[config.mk]
export PLATFORM = sky130hd
export DESIGN_NAME = rmsp_top
export DESIGN_NICKNAME = d
export VERILOG_FILES = /design/src/hw/rmsp_pkg.sv /design/src/hw/rmsp_strap_if.sv /design/src/hw/rmsp_top.sv /design/src/hw/rmsp_strap_sync.sv
export SDC_FILE = /design/constraint.sdc
export NUM_CORES = 1
export LEC_CHECK = 0
export BUFFER_PORTS_ARGS = -buffer_cell sky130_fd_sc_hd__buf_2
export CORE_ASPECT_RATIO = 1.1
export CORE_MARGIN = 5
export CORE_UTILIZATION = 47
export CTS_CLUSTER_SIZE = 28
export DETAILED_ROUTE_END_ITERATION = 8
export PLACE_DENSITY = 0.69
export SYNTH_ARGS = -nofsm -noshare
export SYNTH_HDL_FRONTEND = slang
export SYNTH_HIERARCHICAL = 1
export SYNTH_SLANG_ARGS = --single-unit
[constraint.sdc]
create_clock -name mclk_i -period 4 [get_ports mclk_i]
set_input_delay 0 -clock mclk_i [delete_from_list [all_inputs] [get_ports mclk_i]]
set_output_delay 0 -clock mclk_i [all_outputs]
set_load 0.1 [all_outputs]
[src/hw/rmsp_pkg.sv]
// package: constants and types for the reset mode strap sequencer
package rmsp_pkg;

	////////////////////////////////////////////////////////////////////////
	// strap vector layout, as sampled from the pins
	localparam int unsigned STRAP_W      = 21;
	localparam int unsigned SB_DATA_LO   = 0;  // data lines 15..0
	localparam int unsigned SB_BUS_FAULT = 16;
	localparam int unsigned SB_BREAKPOINT_DEBUG_PIN      = 17;
	localparam int unsigned SB_CLK_MODE  = 18;
	localparam int unsigned SB_FAST_REF  = 19;
	localparam int unsigned SB_TSC       = 20;

	// data bus strap field positions
	localparam int unsigned DB_WIDTH_SEL = 1;  // width_select_strap_bit
	localparam int unsigned DB_MEM_LO    = 12; // memory enables 15..12
	localparam int unsigned DB_CS_LO     = 3;  // high address selects 7..3

	////////////////////////////////////////////////////////////////////////
	// timing counts, in system clock cycles
	localparam int unsigned CNT_W = 10;
	localparam logic [9:0] HOLD_CYC   = 10'h200; // reset pin low time
	localparam logic [9:0] BUS_DLY_CYC = 10'h00A; // release to first bus cycle

	////////////////////////////////////////////////////////////////////////
	// reset values of the latched configuration; not loaded anywhere, reset leaves the fields held
	localparam logic [3:0]  MEM_RST   = 4'h0;
	localparam logic [10:0] PCFG_RST  = 11'h7FF;
	localparam logic [4:0]  HI_CS_RST = 5'h1F;

	typedef enum logic [1:0] {
		MODE_SINGLE,
		MODE_EXP16,
		MODE_EXP8
	} rmsp_mode_t;

	typedef enum logic [1:0] {
		SEQ_RUN,
		SEQ_REQ,
		SEQ_HOLD,
		SEQ_SETTLE
	} rmsp_seq_t;

	typedef struct packed {
		rmsp_seq_t          st;
		logic [CNT_W-1:0]   cnt;
		logic               rst_d;
		rmsp_mode_t         mode;
		logic               dbg;
		logic [3:0]         mem;
		logic [10:0]        pcfg;
		logic               clkm;
		logic               fref;
		logic [4:0]         hi_cs;
		logic               pin_low;
		logic               bus_start;
		logic               ebi_rel;
		logic               addr_hiz;
		logic               gpio_hiz;
		logic               cs_high;
		logic               cs_hiz;
		logic               addr_bus;
		logic               port_g;
		logic               port_h;
		logic               abd;
	} rmsp_state_t;

	typedef struct packed {
		logic [STRAP_W-1:0] meta;
		logic [STRAP_W-1:0] sync;
	} rmsp_sync_t;

endpackage

[src/hw/rmsp_strap_if.sv]
// interface: synchronised strap levels between the sampler and sequencer
`timescale 1ns/1ns
interface rmsp_strap_if;
	logic [rmsp_pkg::STRAP_W-1:0] straps;

	modport src (output straps);
	modport dst (input  straps);
endinterface

[src/hw/rmsp_top.sv]
// module: reset pin sequencing, strap latching and pin state control
//
// Overview of operation
// - in reset: address hi-z, chip selects high while the three-state pin is low
// - mode latched only when reset releases
// - capture debug, memory, mode, port configuration
// - clock mode latched when reset asserts
// - decode single, 16-bit or 8-bit expanded
// - bus fault low ignores width bit
// - address 18..3 ports in single-chip, else bus
// - data ports G/H per mode, bus otherwise
// - low address disabled only in single-chip
// - high address functions fixed at release
// - data strap high selects default option
// - first bus cycle ten cycles after release
// - three-state pin floats chip selects during reset
// - other module gpio pins hi-z in reset
// - reset pin driven low 512 cycles first
`timescale 1ns/1ns
module rmsp_top (
	input  wire logic        mclk_i,
	input  wire logic        rst_i,
	input  wire logic [15:0] data_strap_i,
	input  wire logic        bus_fault_strap_i,
	input  wire logic        breakpoint_debug_pin_i,
	input  wire logic        clock_mode_strap_i,
	input  wire logic        fast_reference_strap_i,
	input  wire logic        three_state_control_pin_i,
	output logic             reset_pin_low_o,
	output logic             ebi_release_o,
	output logic             bus_start_o,
	output logic             addr_ctl_hiz_o,
	output logic             gpio_hiz_o,
	output logic             cs_drive_high_o,
	output logic             cs_hiz_o,
	output logic [1:0]       mode_o,
	output logic             debug_enable_o,
	output logic [3:0]       mem_enable_o,
	output logic [10:0]      port_cfg_o,
	output logic             clk_mode_o,
	output logic             fast_ref_o,
	output logic [4:0]       hi_addr_cs_o,
	output logic             addr_bus_en_o,
	output logic             port_g_en_o,
	output logic             port_h_en_o,
	output logic             low_address_disable_bit_o
);
	rmsp_strap_if         sb ();
	rmsp_pkg::rmsp_state_t r_reg;
	rmsp_pkg::rmsp_state_t r_next;

	logic [15:0] dat;
	logic        fault;
	logic        three_state_control_pin;

	////////////////////////////////////////////////////////////////////////
	// every pin is asynchronous to mclk_i, so all but rst_i pass the synchroniser
	rmsp_strap_sync u_sync (
		.mclk_i (mclk_i),
		.pins_i ({three_state_control_pin_i, fast_reference_strap_i,
		          clock_mode_strap_i, breakpoint_debug_pin_i,
		          bus_fault_strap_i, data_strap_i}),
		.sb     (sb.src)
	);

	assign dat   = sb.straps[rmsp_pkg::SB_DATA_LO +: 16];
	assign fault = sb.straps[rmsp_pkg::SB_BUS_FAULT];
	assign three_state_control_pin   = sb.straps[rmsp_pkg::SB_TSC];

	////////////////////////////////////////////////////////////////////////
	// mode decode; width bit is only looked at with bus fault high
	function automatic rmsp_pkg::rmsp_mode_t decode_mode(
		input logic bf,
		input logic wb
	);
		rmsp_pkg::rmsp_mode_t m;
		if (!bf) begin
			m = rmsp_pkg::MODE_SINGLE;
		end else if (!wb) begin
			m = rmsp_pkg::MODE_EXP16;
		end else begin
			m = rmsp_pkg::MODE_EXP8;
		end
		return m;
	endfunction

	////////////////////////////////////////////////////////////////////////
	// sequencer and latches
	always_comb begin
		r_next           = r_reg;
		r_next.bus_start = 1'b0;
		r_next.rst_d     = rst_i;
		if (rst_i) begin
			// held reset request: pin low, counter parked
			r_next.st  = rmsp_pkg::SEQ_REQ;
			r_next.cnt = '0;
			if (!r_reg.rst_d) begin
				r_next.clkm = sb.straps[rmsp_pkg::SB_CLK_MODE];
				r_next.fref = sb.straps[rmsp_pkg::SB_FAST_REF];
			end
		end else begin
			case (r_reg.st)
				rmsp_pkg::SEQ_REQ: begin
					r_next.st  = rmsp_pkg::SEQ_HOLD;
					r_next.cnt = '0;
				end
				rmsp_pkg::SEQ_HOLD: begin
					if (r_reg.cnt == rmsp_pkg::HOLD_CYC - 10'h001) begin
						// release: the only place the data, bus fault and debug straps are sampled
						r_next.st    = rmsp_pkg::SEQ_SETTLE;
						r_next.cnt   = '0;
						r_next.mode  = decode_mode(fault,
						               dat[rmsp_pkg::DB_WIDTH_SEL]);
						r_next.dbg   = sb.straps[rmsp_pkg::SB_BREAKPOINT_DEBUG_PIN];
						r_next.mem   = dat[rmsp_pkg::DB_MEM_LO +: 4];
						r_next.pcfg  = {dat[11:2], dat[0]};
						// high address pin i is a select while d7..d(3+i)
						// are all high; single-chip keeps them non-address
						for (int i = 0; i < 5; i++) begin
							// bits below 3+i are forced high so they drop out;
							// a plain shift would pull zeros into the and
							r_next.hi_cs[i] = (&(dat[7:3] |
							                  ((5'h01 << i) - 5'h01))) |
							                  !fault;
						end
					end else begin
						r_next.cnt = r_reg.cnt + 10'h001;
					end
				end
				rmsp_pkg::SEQ_SETTLE: begin
					if (r_reg.cnt == rmsp_pkg::BUS_DLY_CYC - 10'h001) begin
						r_next.st        = rmsp_pkg::SEQ_RUN;
						r_next.bus_start = 1'b1;
					end else begin
						r_next.cnt = r_reg.cnt + 10'h001;
					end
				end
				default: begin
					// latched fields simply hold until the next reset
					r_next.st = rmsp_pkg::SEQ_RUN;
				end
			endcase
		end
		// pin states follow the sequencer state being entered
		r_next.pin_low  = (r_next.st == rmsp_pkg::SEQ_REQ) ||
		                  (r_next.st == rmsp_pkg::SEQ_HOLD);
		r_next.addr_hiz = r_next.pin_low;
		r_next.gpio_hiz = r_next.pin_low;
		r_next.cs_hiz   = r_next.pin_low && three_state_control_pin;
		r_next.cs_high  = r_next.pin_low && !three_state_control_pin;
		r_next.ebi_rel  = (r_next.st == rmsp_pkg::SEQ_RUN);
		// port availability from the latched mode
		r_next.addr_bus = (r_next.mode != rmsp_pkg::MODE_SINGLE);
		r_next.port_g   = (r_next.mode == rmsp_pkg::MODE_SINGLE);
		r_next.port_h   = (r_next.mode != rmsp_pkg::MODE_EXP16);
		r_next.abd      = (r_next.mode == rmsp_pkg::MODE_SINGLE);
	end

	// no reset term here, rst_i acts only through r_next; clock mode is caught above
	always_ff @(posedge mclk_i) begin
		r_reg <= r_next;
	end

	////////////////////////////////////////////////////////////////////////
	// outputs, all straight from the state register
	assign reset_pin_low_o           = r_reg.pin_low;
	assign ebi_release_o             = r_reg.ebi_rel;
	assign bus_start_o               = r_reg.bus_start;
	assign addr_ctl_hiz_o            = r_reg.addr_hiz;
	assign gpio_hiz_o                = r_reg.gpio_hiz;
	assign cs_drive_high_o           = r_reg.cs_high;
	assign cs_hiz_o                  = r_reg.cs_hiz;
	assign mode_o                    = r_reg.mode;
	assign debug_enable_o            = r_reg.dbg;
	assign mem_enable_o              = r_reg.mem;
	assign port_cfg_o                = r_reg.pcfg;
	assign clk_mode_o                = r_reg.clkm;
	assign fast_ref_o                = r_reg.fref;
	assign hi_addr_cs_o              = r_reg.hi_cs;
	assign addr_bus_en_o             = r_reg.addr_bus;
	assign port_g_en_o               = r_reg.port_g;
	assign port_h_en_o               = r_reg.port_h;
	assign low_address_disable_bit_o = r_reg.abd;
endmodule

[src/hw/rmsp_strap_sync.sv]
// module: two flip-flop synchroniser for all strap and control pins
`timescale 1ns/1ns
module rmsp_strap_sync (
	input  wire logic                         mclk_i,
	input  wire logic [rmsp_pkg::STRAP_W-1:0] pins_i,
	rmsp_strap_if.src                         sb
);
	rmsp_pkg::rmsp_sync_t r_reg;
	rmsp_pkg::rmsp_sync_t r_next;

	////////////////////////////////////////////////////////////////////////
	// first stage feeds only the second stage, never any logic
	always_comb begin
		r_next.meta = pins_i;
		r_next.sync = r_reg.meta;
	end

	always_ff @(posedge mclk_i) begin
		r_reg <= r_next;
	end

	assign sb.straps = r_reg.sync;
endmodule

==> impl_metrics.env <==
export IMPL_cts_root_buf="clkbuf_8"
export IMPL_min_from="data_strap_i[14]"
export IMPL_syn_area_mm2=0.00276
export IMPL_finalCritPeriodShare=0.569
export IMPL_clockBufferDepth=2
export IMPL_syn_avg_cell_area_um2=13.6
export IMPL_setup_viol=0
export IMPL_power_per_cell_area_mw_per_mm2=485
export IMPL_post_cts_buffers=0
export IMPL_busiest_layer="met2"
export IMPL_drt_wl_total_um=4340
export IMPL_cp_startpoint="r_reg[37]"
export IMPL_numCtsBuffers=9
export IMPL_synthFlopType="dfxtp_1"
export IMPL_switching_share=0.251
export IMPL_synthArstFlopShare=0
export IMPL_cp_data_required_time_ns=3.97
export IMPL_ios=59
export IMPL_skew_ns=0.00822
export IMPL_critPathMaxFanout=21
export IMPL_met1_usage=0.135
export IMPL_use_met3=0.0502
export IMPL_dpl_worst_slack_ns=1.73
export IMPL_synth_most_common_cell="dfxtp_1"
export IMPL_cts_num_sinks=88
export IMPL_gp_congestion=0.817
export IMPL_power_frac_seq=0.591
export IMPL_synth_cell_types=35
export IMPL_yosys_warnings=6
export IMPL_synth_top_cells_by_count="65 x dfxtp_1, 25 x buf_4, 23 x edfxtp_1"
export IMPL_syn2layout_area_growth_pct=21.3
export IMPL_overflow=0
export IMPL_final_antenna_net_count=0
export IMPL_drive_gt1_frac=0.294
export IMPL_cts_repair_resized=0
export IMPL_fin_nets=293
export IMPL_grt_pass1_vias=1465
export IMPL_vias=1560
export IMPL_crit_path_start_kind="register"
export IMPL_reg2reg_from="r_reg[37]"
export IMPL_synth_edf_count=23
export IMPL_ys_seq_area_frac=0.722
export IMPL_grt_pass1_wl_um=7170
export IMPL_setup_slack_ns=1.72
export IMPL_dr_pass1_iters=4
export IMPL_finalPower_w=0.00162
export IMPL_via_per_inst=4.47
export IMPL_drt_iter0_markers=79
export IMPL_portBuffers=58
export IMPL_drc=0
export IMPL_antenna_found_initial=0
export IMPL_die_width_um=83.0
export IMPL_power_leakage_nw=1.35
export IMPL_dieHeight_um=90.3
export IMPL_max_freq_ghz=0.439
export IMPL_rsz0062_at_grt="false"
export IMPL_dp_hpwl_um=2810
export IMPL_cts_tree="yes"
export IMPL_slew_headroom=0.486
export IMPL_initial_core_util=0.481
export IMPL_rows=29
export IMPL_die_area_mm2=0.00750
export IMPL_worst_setup_path_end_kind="register"
export IMPL_min_period_ns=2.28
export IMPL_met2_usage=0.206
export IMPL_fin_setup_tns_ns=0
export IMPL_clock_power_share=0.332
export IMPL_drv_cap=0
export IMPL_p_comb_frac=0.077
export IMPL_core_region_area_mm2=0.00573
export IMPL_cts_max_level=3
export IMPL_wl_per_cell_um=12.4
export IMPL_synth_top_cell_area_share=0.472
export IMPL_yosys_area_top_type="dfxtp_1"
export IMPL_cts_clk_slew_worst_paths_ns=0.09
export IMPL_antenna_cells=0
export IMPL_syn_nets=229
export IMPL_timing_final_max_slew_violations=0
export IMPL_synth_seq_cells=88
export IMPL_r2r_slack_ns=1.72
export IMPL_clkLatencyLatePin_ns=0.34
export IMPL_grt_max_degree=22
export IMPL_synth_area_top_cells="dfxtp_1 47%, edfxtp_1 25%, buf_4 6.8%"
export IMPL_vdd_ir_drop_max_mv=0.265
export IMPL_grt_usage=0.124
export IMPL_dpl_cell_area_mm2=0.00294
export IMPL_net_switching_power_w=0.000406
export IMPL_hold_class="in -> reg"
export IMPL_holdWs_ns=0.288
export IMPL_worst_pin_slew_ns=0.770
export IMPL_hold_viol=0
export IMPL_arrival_ns=2.25
export IMPL_final_area_mm2=0.00335
export IMPL_status="complete, no violations"
export IMPL_path_class="reg -> reg"
export IMPL_syn_instance_count=203
export IMPL_internal_power_w=0.00121
-- power groups by stage --
stage	registers [W]	logic [W]	clock network (W)
floorplan	0.00101	0.0000502	0
global placement	0.000978	0.000107	0
detailed placement	0.000979	0.000107	0
CTS	0.000959	0.000125	0.000555
global route	0.000963	0.000132	0.000601
finish	0.000959	0.000124	0.000538
-- final cells by class --
cell class,count,area (µm²)
Multi-Input combinational cell,81,537
Inverter,7,26.3
Tap cell,77,96.3
Timing Repair Buffer,80,510
Clock buffer,10,128
Clock inverter,6,56.3
Sequential cell,88,1990
Fill cell,503,2390
-- worst max-delay path, cell delays in order, from the launching register on --
cell and delay (ns):
dfxtp_1 0.40, ha_1 0.23, nor4bb_4 0.37, nand4_2 0.26, inv_1 0.64
-- metrics by stage --
| step | util | instances |
|---|---|---|
| after floorplan | - | 203 |
| after global placement | 0.513 | 311 |
| after detailed placement | 0.513 | 311 |
| after CTS | 0.584 | 349 |
| after global routing | 0.584 | 349 |
| final | 0.584 | 349 |
-- repair_timing --
item	in CTS	in global routing
endpoints found under the setup margin	0	0
hold buffers	22	0
hold endpoints to repair	26	0
-- per-layer routing --
layer	vias to the layer above	wire [µm]
li1	800	-
met1	718	1720
met2	36	2310
met3	6	244
met4	0	68
met5	-	0
-- placed cells by master (no fill, tap or decap), types with 3 or more instances in the layout --
| cell | netlist | final |
|---|---|---|
| or3_1 | 3 | 3 |
| dfxtp_1 | 65 | 65 |
| clkinv_4 | 0 | 3 |
| a21oi_1 | 4 | 4 |
| nor4b_1 | 4 | 4 |
| nand4_1 | 3 | 3 |
| inv_1 | 7 | 7 |
| ha_1 | 3 | 3 |
| o21ai_0 | 7 | 7 |
| clkbuf_8 | 0 | 9 |
| edfxtp_1 | 23 | 23 |
| nand3_1 | 3 | 3 |
| dlygate4sd3_1 | 0 | 22 |
| nor2_1 | 11 | 11 |
| nor2b_1 | 4 | 4 |
| buf_2 | 0 | 58 |
| nand2_1 | 11 | 11 |
| xnor2_1 | 5 | 5 |
-- kinds of logic (layout without fill, tap and decap cells) --
group	Yosys count	in the layout	share of synthesized area
buffers and inverters	34	103	0.0830
AOI/OAI and AO/OA	19	19	0.0431
DFF	88	88	0.722
adders and majority gates	3	3	0.0136
and+or+nand+nor	53	53	0.119
xor gates and xnor gates	6	6	0.0191
-- path summary, 6_finish.rpt --
path	endpoint	cells past startpoint
setup reg to reg	mem_enable_o[0]	4
setup / recovery	mem_enable_o[0]	4
hold / removal	u_sync/r_next[14]	2
hold reg to reg	u_sync/sb.straps[19]	0
Power figures use the tool's default switching activity.
